==> config.mk <==
export PLATFORM = sky130hd
export DESIGN_NAME = host_link_error_regs
export DESIGN_NICKNAME = d
export VERILOG_FILES = /design/src/verilog/link_pkg.sv /design/src/verilog/host_link_error_regs.sv
export SDC_FILE = /design/constraint.sdc
export NUM_CORES = 1
export LEC_CHECK = 0
export ABC_AREA = 1
export BUFFER_PORTS_ARGS = -buffer_cell sky130_fd_sc_hd__buf_2
export CAP_MARGIN = 30
export CORE_MARGIN = 3
export CORE_UTILIZATION = 57
export CTS_BUF_LIST = sky130_fd_sc_hd__clkbuf_4
export DETAILED_ROUTE_END_ITERATION = 8
export HOLD_SLACK_MARGIN = 0.15
export MAX_ROUTING_LAYER = met4
export PLACE_DENSITY_LB_ADDON = 0.25
export SYNTH_ARGS = -nofsm -noshare
export SYNTH_HDL_FRONTEND = slang
export SYNTH_SLANG_ARGS = --single-unit
export TNS_END_PERCENT = 30
==> constraint.sdc <==
create_clock -name clock -period 2.6 [get_ports clock]
set_input_delay 0.52 -clock clock [delete_from_list [all_inputs] [get_ports clock]]
set_output_delay 0.52 -clock clock [all_outputs]
set_load 0.01 [all_outputs]
==> src/verilog/link_pkg.sv <==
// Function
// - wrong parity sets receive error, clears start, sets done together
// - after a parity error the acknowledge still follows the stop bit
// - missing stop bit: keep clocking until a stop bit arrives, then acknowledge
// - first missing stop bit sets receive error at once; done sets and start clears later
// - receive error interrupts only while its enable bit is set
// - clock held low during transmission aborts, never an error
// - data held low during transmission aborts and sets host request and abort
// - lines stuck high are ignored, no error or abort
// - any error or abort returns the data register to zero
// - wait mode leaves the port running; its flags request a wake only while their enable bits are set
// - halt freezes the port and all registers; its events cannot end halt
// - four flags, each gated by its enable, share one interrupt line
// - control enables at bits 6..3, bit 7 reserved and zero
// - start bit: set by data write in transmit, or by software in receive after a host request; software clear aborts transmit only
// - direction bit 0 transmit, 1 receive; writable only while start is clear
// - enable bit switches the port off or on
// - frequency field picks cpu clock ratio; writable only while port is off
// - timing-off bit disables timeouts; writable only while port is off
// - status flags set by hardware, cleared by writing one
// - an abort sets the abort flag and leaves done clear
// - data write when idle in transmit sets start and begins transmission
// - data register reads zero while a transfer is in progress
// - frame is start, eight data bits, odd parity and stop
// - link clock is made here with an 80 us period from the cpu clock
// - with timing on, 100 us gaps before transmit and before receive
package link_pkg;
	// register indices; byte address is index times four
	localparam logic [7:0] CTL_IDX0  = 8'h4e;
	localparam logic [7:0] CSR_IDX0  = 8'h4f;
	localparam logic [7:0] DATA_IDX0 = 8'h50;
	localparam logic [7:0] CTL_IDX1  = 8'h51;
	localparam logic [7:0] CSR_IDX1  = 8'h52;
	localparam logic [7:0] DATA_IDX1 = 8'h53;
	localparam logic [7:0] REG_RESET = 8'h00;
	// control bit positions
	localparam int CTL_RXE_EN  = 6;
	localparam int CTL_HRQ_EN  = 5;
	localparam int CTL_ABT_EN  = 4;
	localparam int CTL_DONE_EN = 3;
	localparam int CTL_START   = 2;
	localparam int CTL_DIR     = 1;
	localparam int CTL_ON      = 0;
	// config/status bit positions
	localparam int CSR_CPU_FREQ_SELECT_HI = 6;
	localparam int CSR_CPU_FREQ_SELECT_LO = 5;
	localparam int CSR_TIMING_OFF_BIT    = 4;
	localparam int CSR_RXE     = 3;
	localparam int CSR_HRQ     = 2;
	localparam int CSR_ABT     = 1;
	localparam int CSR_DONE    = 0;
	// timing
	localparam int TICK_NS      = 2500;
	localparam int HALF_NS      = 40000;
	localparam int TIMEOUT_NS   = 100000;
	localparam int HALF_TICKS   = HALF_NS / TICK_NS;
	localparam int TIMEOUT_TICKS = TIMEOUT_NS / TICK_NS;
	localparam int MHZ_SEL0 = 12;
	localparam int MHZ_SEL1 = 8;
	localparam int MHZ_SEL2 = 6;
	localparam int MHZ_SEL3 = 4;
	// frame layout
	localparam int RX_PAR_BIT  = 8;
	localparam int RX_STOP_BIT = 9;
	localparam int TX_LAST_BIT = 10;
	typedef enum logic [2:0] {
		st_off, st_idle, st_rx_ready, st_tx, st_rx, st_ack
	} state_type;
endpackage

==> src/verilog/host_link_error_regs.sv <==
`timescale 1ns/1ps
`default_nettype none
module host_link_error_regs #(
	parameter int PORT_INDEX = 0,
	parameter int ADDR_W     = 12
) (
	// clock and reset
	input  wire logic              clock,
	input  wire logic              srst,
	// apb slave
	input  wire logic              psel,
	input  wire logic              penable,
	input  wire logic              pwrite,
	input  wire logic [ADDR_W-1:0] paddr,
	input  wire logic [31:0]       pwdata,
	output logic      [31:0]       prdata,
	output logic                   pready,
	output logic                   pslverr,
	// cpu rate and power
	input  wire logic              cpu_ce,
	input  wire logic              cpu_halt,
	output logic                   irq,
	output logic                   wake_request,
	// link lines
	input  wire logic              link_clock_line_in,
	output logic                   link_clock_line_out,
	output logic                   link_clock_line_oe_n,
	input  wire logic              link_data_line_in,
	output logic                   link_data_line_out,
	output logic                   link_data_line_oe_n
);
	localparam logic [7:0] CTL_IDX  = (PORT_INDEX == 0) ?
		link_pkg::CTL_IDX0 : link_pkg::CTL_IDX1;
	localparam logic [7:0] CSR_IDX  = (PORT_INDEX == 0) ?
		link_pkg::CSR_IDX0 : link_pkg::CSR_IDX1;
	localparam logic [7:0] DATA_IDX = (PORT_INDEX == 0) ?
		link_pkg::DATA_IDX0 : link_pkg::DATA_IDX1;
	localparam logic [4:0] HALF_LAST = 5'(link_pkg::HALF_TICKS - 1);
	localparam logic [5:0] GAP_FULL  = 6'(link_pkg::TIMEOUT_TICKS);

	logic            clk_m_q, clk_s_q, dat_m_q, dat_s_q;
	logic            run;
	logic [4:0]      presc_q, ratio;
	logic            tick, half_end;
	logic [4:0]      hc_q;
	logic            phase_q;
	logic [3:0]      bit_q, bit_d;
	logic [10:0]     frame_q;
	logic            perr_q, perr_d, serr_q, serr_d;
	logic [5:0]      gap_q;
	logic            gap_done;
	link_pkg::state_type state_q, state_d;
	logic [3:0]      en_q;
	logic            start_q, dir_q, on_q;
	logic [1:0]      cpu_freq_select_q;
	logic            timing_off_bit_q;
	logic [3:0]      flag_q, flag_set;
	logic [7:0]      data_q;
	logic            ev_start_clr, ev_clear_data, ev_load_data, ev_load_tx;
	logic            ev_abort, ev_sample;
	logic            acc, wr, aligned;
	logic [ADDR_W-3:0] idx;
	logic            hit_ctl, hit_csr, hit_data;
	logic            in_frame, tx_bit, drive_clk, drive_dat;
	logic            clk_oe_n_q, dat_oe_n_q, irq_q;

	// line synchronisers
	always_ff @(posedge clock) begin
		if (srst) begin
			clk_m_q <= 1'b1;
			clk_s_q <= 1'b1;
			dat_m_q <= 1'b1;
			dat_s_q <= 1'b1;
		end else begin
			clk_m_q <= link_clock_line_in;
			clk_s_q <= clk_m_q;
			dat_m_q <= link_data_line_in;
			dat_s_q <= dat_m_q;
		end
	end

	assign run = ~cpu_halt;

	// 2.5 us tick from the cpu rate
	always_comb begin
		case (cpu_freq_select_q)
			2'b00:   ratio = 5'(link_pkg::MHZ_SEL0 * link_pkg::TICK_NS / 1000);
			2'b01:   ratio = 5'(link_pkg::MHZ_SEL1 * link_pkg::TICK_NS / 1000);
			2'b10:   ratio = 5'(link_pkg::MHZ_SEL2 * link_pkg::TICK_NS / 1000);
			default: ratio = 5'(link_pkg::MHZ_SEL3 * link_pkg::TICK_NS / 1000);
		endcase
	end
	assign tick = run & on_q & cpu_ce & (presc_q == ratio - 5'd1);
	always_ff @(posedge clock) begin
		if (srst || !on_q) begin
			presc_q <= 5'd0;
		end else if (run && cpu_ce) begin
			presc_q <= tick ? 5'd0 : presc_q + 5'd1;
		end
	end

	// bus decode
	assign acc      = psel & penable;
	assign wr       = acc & pwrite & run;
	assign idx      = paddr[ADDR_W-1:2];
	assign aligned  = (paddr[1:0] == 2'b00);
	assign hit_ctl  = aligned & (idx == (ADDR_W-2)'(CTL_IDX));
	assign hit_csr  = aligned & (idx == (ADDR_W-2)'(CSR_IDX));
	assign hit_data = aligned & (idx == (ADDR_W-2)'(DATA_IDX));
	assign pready   = 1'b1;
	assign pslverr  = acc & ~(hit_ctl | hit_csr | hit_data);
	always_comb begin
		prdata = 32'h0;
		if (hit_ctl) begin
			prdata[7:0] = {1'b0, en_q, start_q, dir_q, on_q};
		end else if (hit_csr) begin
			prdata[7:0] = {1'b0, cpu_freq_select_q, timing_off_bit_q, flag_q};
		end else if (hit_data) begin
			prdata[7:0] = start_q ? 8'h00 : data_q;
		end
	end

	// bit clock engine
	assign in_frame = (state_q == link_pkg::st_tx) |
		(state_q == link_pkg::st_rx) | (state_q == link_pkg::st_ack);
	assign half_end = tick & (hc_q == HALF_LAST);
	assign tx_bit   = frame_q[bit_q];
	assign gap_done = timing_off_bit_q | (gap_q == GAP_FULL);

	always_comb begin
		state_d       = state_q;
		bit_d         = bit_q;
		perr_d        = perr_q;
		serr_d        = serr_q;
		flag_set      = 4'h0;
		ev_start_clr  = 1'b0;
		ev_clear_data = 1'b0;
		ev_load_data  = 1'b0;
		ev_load_tx    = 1'b0;
		ev_abort      = 1'b0;
		ev_sample     = 1'b0;
		case (state_q)
			link_pkg::st_off: begin
				if (on_q) begin
					state_d = link_pkg::st_idle;
				end
			end
			link_pkg::st_idle: begin
				if (clk_s_q && !dat_s_q) begin
					flag_set[link_pkg::CSR_HRQ] = 1'b1;
					state_d = link_pkg::st_rx_ready;
				end else if (clk_s_q && start_q && !dir_q && gap_done) begin
					ev_load_tx = 1'b1;
					state_d = link_pkg::st_tx;
					bit_d = 4'd0;
				end
			end
			link_pkg::st_rx_ready: begin
				if (start_q && dir_q && gap_done) begin
					state_d = link_pkg::st_rx;
					bit_d = 4'd0;
					perr_d = 1'b0;
					serr_d = 1'b0;
				end
			end
			link_pkg::st_tx: begin
				if (!start_q) begin
					ev_abort = 1'b1;
				end else if (half_end && !phase_q) begin
					if (!clk_s_q) begin
						ev_abort = 1'b1;
					end else if (tx_bit && !dat_s_q) begin
						ev_abort = 1'b1;
						flag_set[link_pkg::CSR_HRQ] = 1'b1;
					end
				end else if (half_end && phase_q) begin
					if (bit_q == 4'(link_pkg::TX_LAST_BIT)) begin
						flag_set[link_pkg::CSR_DONE] = 1'b1;
						ev_start_clr = 1'b1;
						state_d = link_pkg::st_idle;
					end else begin
						bit_d = bit_q + 4'd1;
					end
				end
			end
			link_pkg::st_rx: begin
				if (half_end && !phase_q && !clk_s_q) begin
					ev_abort = 1'b1;
				end else if (half_end && phase_q) begin
					// sample late in the low half, host data settled
					ev_sample = 1'b1;
					if (bit_q == 4'(link_pkg::RX_PAR_BIT) &&
						!(^{frame_q[7:0], dat_s_q})) begin
						perr_d = 1'b1;
						flag_set[link_pkg::CSR_RXE] = 1'b1;
						flag_set[link_pkg::CSR_DONE] = 1'b1;
						ev_start_clr = 1'b1;
						ev_clear_data = 1'b1;
					end
					if (bit_q == 4'(link_pkg::RX_STOP_BIT) && !dat_s_q &&
						!serr_q) begin
						serr_d = 1'b1;
						flag_set[link_pkg::CSR_RXE] = 1'b1;
					end
					if (bit_q != 4'(link_pkg::RX_STOP_BIT)) begin
						bit_d = bit_q + 4'd1;
					end else if (dat_s_q) begin
						state_d = link_pkg::st_ack;
					end
				end
			end
			link_pkg::st_ack: begin
				if (half_end && phase_q) begin
					state_d = link_pkg::st_idle;
					if (!perr_q) begin
						flag_set[link_pkg::CSR_DONE] = 1'b1;
						ev_start_clr = 1'b1;
						ev_load_data = !serr_q;
						ev_clear_data = serr_q;
					end
				end
			end
			default: state_d = link_pkg::st_off;
		endcase
		if (ev_abort) begin
			flag_set[link_pkg::CSR_ABT] = 1'b1;
			ev_start_clr = 1'b1;
			ev_clear_data = 1'b1;
			state_d = link_pkg::st_idle;
		end
		if (!on_q) begin
			state_d = link_pkg::st_off;
			ev_start_clr = 1'b1;
		end
	end

	always_ff @(posedge clock) begin
		if (srst) begin
			state_q <= link_pkg::st_off;
			bit_q   <= 4'd0;
			perr_q  <= 1'b0;
			serr_q  <= 1'b0;
		end else if (run) begin
			state_q <= state_d;
			bit_q   <= bit_d;
			perr_q  <= perr_d;
			serr_q  <= serr_d;
		end
	end

	// half period counter and clock phase
	always_ff @(posedge clock) begin
		if (srst || !in_frame) begin
			hc_q    <= 5'd0;
			phase_q <= 1'b0;
		end else if (tick) begin
			hc_q    <= half_end ? 5'd0 : hc_q + 5'd1;
			phase_q <= half_end ? ~phase_q : phase_q;
		end
	end

	// frame shift store
	always_ff @(posedge clock) begin
		if (srst) begin
			frame_q <= 11'h0;
		end else if (run && ev_load_tx) begin
			frame_q <= {1'b1, ~(^data_q), data_q, 1'b0};
		end else if (run && ev_sample) begin
			frame_q[bit_q] <= dat_s_q;
		end
	end

	// inter-frame and response gap
	always_ff @(posedge clock) begin
		if (srst || in_frame || !clk_s_q ||
			(state_q == link_pkg::st_idle && !dat_s_q)) begin
			gap_q <= 6'd0;
		end else if (tick && gap_q != GAP_FULL) begin
			gap_q <= gap_q + 6'd1;
		end
	end

	// control register
	always_ff @(posedge clock) begin
		if (srst) begin
			en_q  <= link_pkg::REG_RESET[3:0];
			dir_q <= 1'b0;
			on_q  <= 1'b0;
		end else if (wr && hit_ctl) begin
			en_q <= pwdata[link_pkg::CTL_RXE_EN:link_pkg::CTL_DONE_EN];
			on_q <= pwdata[link_pkg::CTL_ON];
			if (!start_q) begin
				dir_q <= pwdata[link_pkg::CTL_DIR];
			end
		end
	end

	always_ff @(posedge clock) begin
		if (srst) begin
			start_q <= 1'b0;
		end else if (run) begin
			if (ev_start_clr) begin
				start_q <= 1'b0;
			end else if (wr && hit_data && !start_q && !dir_q && on_q) begin
				start_q <= 1'b1;
			end else if (wr && hit_ctl) begin
				if (pwdata[link_pkg::CTL_START]) begin
					start_q <= start_q |
						(dir_q & (state_q == link_pkg::st_rx_ready));
				end else if (state_q != link_pkg::st_rx &&
					state_q != link_pkg::st_ack) begin
					start_q <= 1'b0;
				end
			end
		end
	end

	// config and flags
	always_ff @(posedge clock) begin
		if (srst) begin
			cpu_freq_select_q <= 2'b00;
			timing_off_bit_q <= 1'b0;
		end else if (wr && hit_csr && !on_q) begin
			cpu_freq_select_q <= pwdata[link_pkg::CSR_CPU_FREQ_SELECT_HI:link_pkg::CSR_CPU_FREQ_SELECT_LO];
			timing_off_bit_q <= pwdata[link_pkg::CSR_TIMING_OFF_BIT];
		end
	end

	always_ff @(posedge clock) begin
		if (srst) begin
			flag_q <= link_pkg::REG_RESET[3:0];
		end else if (run) begin
			flag_q <= (flag_q & ~((wr && hit_csr) ?
				pwdata[link_pkg::CSR_RXE:link_pkg::CSR_DONE] : 4'h0)) |
				flag_set;
		end
	end

	// data register
	always_ff @(posedge clock) begin
		if (srst) begin
			data_q <= link_pkg::REG_RESET;
		end else if (run) begin
			if (ev_clear_data) begin
				data_q <= link_pkg::REG_RESET;
			end else if (ev_load_data) begin
				data_q <= frame_q[7:0];
			end else if (wr && hit_data && !start_q && !dir_q && on_q) begin
				data_q <= pwdata[7:0];
			end
		end
	end

	// open drain drivers and interrupt
	assign drive_clk = in_frame & phase_q;
	assign drive_dat = ((state_q == link_pkg::st_tx) & ~tx_bit) |
		(state_q == link_pkg::st_ack);
	always_ff @(posedge clock) begin
		if (srst) begin
			clk_oe_n_q <= 1'b1;
			dat_oe_n_q <= 1'b1;
			irq_q      <= 1'b0;
		end else begin
			clk_oe_n_q <= ~drive_clk;
			dat_oe_n_q <= ~drive_dat;
			irq_q      <= |(flag_q & en_q);
		end
	end
	assign link_clock_line_out  = 1'b0;
	assign link_data_line_out   = 1'b0;
	assign link_clock_line_oe_n = clk_oe_n_q;
	assign link_data_line_oe_n  = dat_oe_n_q;
	assign irq                  = irq_q;
	assign wake_request         = irq_q;
endmodule
`default_nettype wire

Yosys cells after proc, flatten, opt, wreduce, memory -nomap -nowiden
Index checks and enable logic that the tools add are counted.
{"block": "totals", "reg_bits": 66, "input_bits": 53, "output_inout_bits": 40, "word_cells": 269}
{"block": "classes", "add_sub_neg": 5, "n_lt_le_gt_ge": 2, "eq_ne": 43, "muxes": 99, "bitwise": 33, "reduce_logical": 62}
{"op": "8-bit 2-to-1 mux", "count": 7}
{"op": "1-bit 2-to-1 mux", "count": 51}
{"op": "4-bit 2-to-1 mux", "count": 11}
{"op": "3-bit 2-to-1 mux", "count": 14}
{"op": "4-bit inequality test (second input constant)", "count": 10}
{"op": "10-bit by 7-bit equality test with 1-bit output (second input constant)", "count": 3}
{"op": "1-bit logical AND", "count": 27}
{"op": "12-bit AND reduction", "count": 2}
{"op": "11-bit 2-to-1 mux", "count": 2}
{"op": "3-bit one-hot mux with 6 select lines", "count": 1}
{"op": "2-bit inequality test (second input constant)", "count": 8}
{"op": "4-bit one-hot mux with 4 select lines", "count": 1}
{"op": "5-bit one-hot mux with 3 select lines", "count": 1}
{"op": "1-bit AND", "count": 14}
{"op": "4-bit equality test (second input constant)", "count": 3}
{"op": "6-bit AND reduction", "count": 2}
{"op": "11-bit bitwise mux", "count": 1}
{"op": "5-bit by 1-bit adder with 5-bit output (second input constant)", "count": 2}
{"op": "5-bit 2-to-1 mux", "count": 2}
{"op": "1-bit one-hot mux with 2 select lines", "count": 5}
{"op": "1-bit zero test", "count": 9}
{"op": "9-bit XOR reduction", "count": 1}
{"op": "4-bit AND", "count": 2}
{"op": "2-bit by 1-bit inequality test with 1-bit output (second input constant)", "count": 4}
{"op": "other kinds (35)", "count": 61}

Logic depth before layout (Yosys ltp)
{"block": "depth", "depth_word": 15, "ltp_mapped": 18, "depth_no_buf": 18}

Worst setup path after synthesis
OpenSTA, ideal clock, no wires.
{"block": "synth_timing", "path_kind": "register to register", "startpoint": "register cpu_freq_select_q[1]", "endpoint": "register data_q[5]", "setup_time_ns": 0.115, "t_arrival_ns": 2.251, "t_required_ns": 2.485, "slack_ns": 0.234, "stages_incl_launch_ff": 18, "path_buffers": 1, "synth_period_minus_slack_ns": 2.366, "cell_sequence": "dfxtp_1 > inv_1 > ha_1 > ha_1 > inv_1 > nand2_1 > nand2_1 > nor2_2 > nand3_4 > nor2_8 > nand3_4 > nor3_2 > nor2_4 > nand3_4 > buf_12 > nand3_1 > nand2_1 > nor2_1"}
{"block": "synth_between", "elab_chain_cells": 13, "word_cells_on_any_way": 26, "cone_classes": "1 x add/sub; 3 x eq/ne; 14 x mux; 2 x bitwise; 6 x reduce/logical"}
{"item": "from (decl)", "line": "host_link_error_regs.sv:55", "source": "logic [1:0] cpu_freq_select_q;"}
{"item": "from (signal assigned)", "line": "host_link_error_regs.sv:324", "source": "cpu_freq_select_q <= pwdata[link_pkg::CSR_CPU_FREQ_SELECT_HI:link_pkg::CSR_CPU_FREQ_SELECT_LO];"}
{"item": "2-bit equality test (tied with other cells)", "line": "host_link_error_regs.sv:86", "source": "case (cpu_freq_select_q)"}
{"item": "5-bit one-hot mux with 3 select lines (*)", "line": "host_link_error_regs.sv:86"}
{"item": "5-bit by 1-bit subtractor with 5-bit output (*)", "line": "host_link_error_regs.sv:93", "source": "assign tick = run & on_q & cpu_ce & (presc_q == ratio - 5'd1);"}
{"item": "5-bit equality test (*)", "line": "host_link_error_regs.sv:93"}
{"item": "1-bit AND (*)", "line": "host_link_error_regs.sv:93"}
{"item": "1-bit AND (*)", "line": "host_link_error_regs.sv:126", "source": "assign half_end = tick & (hc_q == HALF_LAST);"}
{"item": "1-bit logical AND (on tied branches)"}
{"item": "1-bit 2-to-1 mux (tied with other cells)", "line": "host_link_error_regs.sv:189", "source": "end else if (half_end && phase_q) begin"}
{"item": "1-bit 2-to-1 mux (on tied branches)", "line": "host_link_error_regs.sv:187, host_link_error_regs.sv:167"}
{"item": "1-bit one-hot mux with 2 select lines", "line": "host_link_error_regs.sv:142", "source": "case (state_q)"}
{"item": "1-bit 2-to-1 mux", "line": "host_link_error_regs.sv:225", "source": "if (ev_abort) begin"}
{"item": "3-bit nonzero test (no source line)"}
{"item": "2-bit AND reduction (no source line)"}
{"item": "to (signal assigned)", "line": "host_link_error_regs.sv:342", "source": "data_q <= link_pkg::REG_RESET;"}
{"item": "to (signal assigned)", "line": "host_link_error_regs.sv:345", "source": "data_q <= link_pkg::REG_RESET;"}
{"item": "to (signal assigned)", "line": "host_link_error_regs.sv:347", "source": "data_q <= frame_q[7:0];"}
{"item": "to (decl)", "line": "host_link_error_regs.sv:58", "source": "logic [7:0] data_q;"}
Mark *: on every way between the ends. The rest lies on a longest branch, timed or not.
A chain may end at the register's enable or synchronous reset.

Worst setup path after layout
{"block": "layout_timing", "startpoint": "register cpu_freq_select_q[1]", "endpoint": "register state_q[2]"}
{"block": "layout_between", "elab_chain_cells": 12, "word_cells_on_any_way": 29, "cone_classes": "1 x add/sub; 14 x eq/ne; 7 x mux; 2 x bitwise; 5 x reduce/logical"}
{"item": "2-bit equality test (tied with other cells)", "line": "host_link_error_regs.sv:86"}
{"item": "5-bit one-hot mux with 3 select lines (*)", "line": "host_link_error_regs.sv:86"}
{"item": "5-bit by 1-bit subtractor with 5-bit output (*)", "line": "host_link_error_regs.sv:93"}
{"item": "5-bit equality test (*)", "line": "host_link_error_regs.sv:93"}
{"item": "1-bit AND (*)", "line": "host_link_error_regs.sv:93"}
{"item": "1-bit AND (*)", "line": "host_link_error_regs.sv:126"}
{"item": "1-bit logical AND", "line": "host_link_error_regs.sv:169, host_link_error_regs.sv:187"}
{"item": "1-bit 2-to-1 mux / 1-bit logical AND (equally long branches)", "line": "host_link_error_regs.sv:169, host_link_error_regs.sv:187"}
{"item": "1-bit 2-to-1 mux (on tied branches)", "line": "host_link_error_regs.sv:167, host_link_error_regs.sv:187"}
{"item": "1-bit one-hot mux with 2 select lines", "line": "host_link_error_regs.sv:142"}
{"item": "5-bit inequality test (no source line) (tied with other cells)"}
{"item": "12-bit AND reduction (no source line) / 3-bit 2-to-1 mux (equally long branches)"}
{"item": "to (signal assigned)", "line": "host_link_error_regs.sv:239", "source": "state_q <= link_pkg::st_off;"}
{"item": "to (signal assigned)", "line": "host_link_error_regs.sv:244", "source": "state_q <= state_d;"}
{"item": "to (decl)", "line": "host_link_error_regs.sv:52", "source": "link_pkg::state_type state_q, state_d;"}
Marked as above.

==> metrics.csv <==
stage,metric,value,unit
placement,detailed placement HPWL,9010,microns
critical_path,peak fanout along the critical path,5,
clock_network,clock tree from TritonCTS,done,
detailed_routing,WL final,11900,microns
timing,setup total negative slack,0,ns
detailed_routing,WL/cell,13.8,microns
global_routing,GR Layer Usage met2,42.0,%
critical_path,number of buffers and inverters on the critical path,3,
pwr,P per Cell Area,406,nW/um^2
global_routing,GR Layer Usage met1,34.4,%
detailed_routing,antenna-violating nets left,0,
clock_network,htree depth,3,
synth,post-synthesis sequential area ratio,29.0,%
critical_path,"slowest stage delay, CP",0.40,ns
critical_path,crit path launch type,register,
detailed_routing,starting DRC count in detailed routing,396,
timing,Tmin final,2.51,ns
global_routing,global route hottest layer,met2,
detailed_routing,DR vias,4780,
global_routing,largest net degree at the start of global routing,19,
global_routing,GRT Util Overall,26.9,%
placement,Final Wtd Congestion,0.980,
pwr,sequential power share,49.7,%
outcome,status,"complete, no violations",
clock_network,root buffer cell,clkbuf_4,
die,IO Pins,93,
timing,"Hold Vio Cnt, Final",0,
worst_hold_path,Hold WC Path Type,input pin to register,
die,Initial Util,60.8,%
die,Die X-Extent,95.4,microns
timing,worst setup margin,0.0935,ns
clock_network,Sink Count,66,
clock_network,Max Buffers Root-to-Sink,2,
timing,RSZ-0062 raised after global routing,yes,
global_routing,initial antenna violation count,0,
critical_path,CP max stage cell,dfxtp_4,
global_routing,met3 Use GR,4.81,%
synth,Avg Inst Size Synth,6.48,sq um
synth,Ys Warns,0,
placement,Inst Count DP,837,
critical_path,Top delay family on crit path,simple AND/OR/NAND/NOR gates,
die,core footprint,7490,sq um
clock_network,Num CTS Buffers,9,
timing,Min Hold Slack,0.270,ns
critical_path,Critical Path End Type,register,
critical_path,"Critical Path, Cell by Cell","inv_4, ha_4, ha_4, inv_2, nand2_1, nand2_1, nor2_2, nand3_4, nor2_8, buf_6, nand3_2, nor2_1, nand2_1, nand4_1, nand2_2, nand2_1, nand2_1, nor2_1",
pwr,P_sw,513,uW
die,row cnt,31,
timing,achievable frequency,399,MHz
synth,Post-synth EDFFs,0,
die,Die Ht,95.4,microns
timing,clk_skew,0.0141,ns
synth,mapped cell area,4550,sq um
pwr,cell internal pwr,1.55,mW
critical_path,Worst EP arrival,2.87,ns
global_routing,vias in the first global route,4119,
synth,"FF+latch count, synth",66,
finish,share of cells above drive strength 1,15.1,%
clock_network,clock latency on the worst-skew pair,0.43,ns
placement,Port-buffer cells,41,
finish,Area Growth Syn to Fin,11.5,%
global_routing,grt ovf,0,
die,die area,9090,sq um
detailed_routing,TritonRoute pass-1 iters,5,
global_routing,first-pass GRT wire length,18800,microns
synth,Async SR Flop Fraction,0,%
pwr,worst vdd ir,277,uV
timing,Final period util,96.4,%
placement,"worst slack, placed",-0.0232,ns
timing,fin. max-slew vios,0,
finish,Layout Cells excl Fill,860,
timing,worst-margin pin slew,0.692,ns
synth,post-synthesis cell count,702,
job,max-cap check violation count,0,
detailed_routing,# DRC,0,
critical_path,Critical Path RT,2.97,ns
finish,NumNets Final,824,
clock_network,Worst-path clk slew,0.11,ns
timing,Max transition margin,53.5,%
critical_path,WS Path Type,register to register,
detailed_routing,vias per cell,5.56,
critical_path,Crit path top cell by count,nand2_1,
placement,placed cell area,4770,sq um
finish,post-route design area,5080,sq um
synth,post-synth cell types,44,
pwr,combinational power share,8.5,%
timing,endpoints failing setup,0,
synth,"Primary FF master, synth",dfxtp_1,
clock_network,"Hold-fix buffers, CTS",0,
pwr,Clk pwr share,41.8,%
pwr,Sw Share,24.9,%
pwr,Lkg Pwr,2.32,nW
finish,Antenna diodes,0,
==> final cells by class <==
| class | count | area (sq um) |
|---|---|---|
| Fill cell | 701 | 2410 |
| Multi-Input combinational cell | 530 | 2760 |
| Timing Repair Buffer | 59 | 344 |
| Clock buffer | 9 | 67.6 |
| Tap cell | 99 | 124 |
| Inverter | 90 | 347 |
| Sequential cell | 66 | 1330 |
| Clock inverter | 7 | 108 |
==> Yosys cell counts, drive strengths merged (5+ instances only) <==
master | instances | area [sq um]
a211oi | 6 | 45.0
nor3 | 13 | 81.3
inv | 89 | 337
xor2 | 5 | 43.8
o21ai | 36 | 180
dfxtp | 66 | 1320
a21oi | 56 | 292
nand3 | 72 | 408
buf | 35 | 268
ha | 15 | 188
nor2 | 81 | 365
xnor2 | 6 | 52.6
nand4 | 11 | 68.8
nand2 | 172 | 661
clkbuf | 7 | 26.3
o22ai | 5 | 31.3
==> sequential cells by signal (all words and copies together), names as in the netlist, 2 cells and up <==
signal	cells
data_q	8
presc_q	5
gap_q	6
frame_q	11
flag_q	4
state_q	3
en_q	4
bit_q	4
hc_q	5
cpu_freq_select_q	2
==> per-layer routing <==
metal  share of wire (%)  vias up
li1                    -     2339
met1                  42     2171
met2                  45      241
met3                 9.8       29
met4                 2.2        0
met5                   0        -
==> cells by family (layout without fill, tap and decap cells) <==
| group | Yosys count | in the layout | synth area share, % |
|---|---|---|---|
| adder cells (fa/ha/maj) | 15 | 15 | 4.12 |
| AND/OR/NAND/NOR | 361 | 362 | 36.6 |
| other | 2 | 27 | 0.165 |
| XOR/XNOR | 11 | 11 | 2.12 |
| flip-flops | 66 | 66 | 29.0 |
| buffers and inverters | 132 | 165 | 13.9 |
| AO/OA/AOI/OAI | 115 | 115 | 14.0 |
==> power groups by stage <==
stage                     clock network, mW  registers, mW  logic (mW)
final                                 0.860           1.02       0.175
after detailed placement                  0           1.05       0.169
after global routing                  0.914           1.03       0.196
after global placement                    0           1.05       0.167
after floorplan                           0           1.04       0.147
after CTS                             0.871           1.03       0.170
==> what timing repair did <==
item,4_1_cts,5_1_grt
setup endpoints to repair,12,27
resized for setup,1,19
endpoints found under the hold margin,0,0
cloned,0,1
pin swaps,0,12
buffers inserted,0,6
==> per-stage QoR <==
stage / power, mW / util [%]
6_report: 2.06 / 67.8
5_1_grt: 2.14 / 67.8
4_1_cts: 2.07 / 66.1
3_5_place_dp: 1.22 / 63.7
3_3_place_gp: 1.22 / 63.7
2_1_floorplan: 1.19 / -
==> worst paths after layout <==
check | startpoint | end | slack [ns] | depth (start not counted)
setup / recovery | cpu_freq_select_q[1] | state_q[2] | 0.09 | 18
hold / removal | link_clock_line_in | clk_m_q | 0.27 | 2
setup reg to reg | cpu_freq_select_q[1] | state_q[2] | 0.09 | 18
hold reg to reg | clk_m_q | clk_s_q | 0.42 | 1
==> placed cells by master, fill, tap and decap left out, drive strengths merged, types with 2 or more instances in the layout <==
master / n
or2: 4
buf: 59
nor2: 81
dfxtp: 66
clkinv: 5
bufinv: 3
xor2: 5
o211ai: 2
nor3b: 3
nand3: 73
o22ai: 5
xnor2: 6
nand4: 11
a211oi: 6
nand2: 172
nor3: 13
o21ai: 36
nor4: 4
conb: 27
a21oi: 56
o31ai: 2
inv: 88
a31oi: 3
ha: 15
clkbuf: 9
Note: power is estimated with default switching activity, not from simulation.
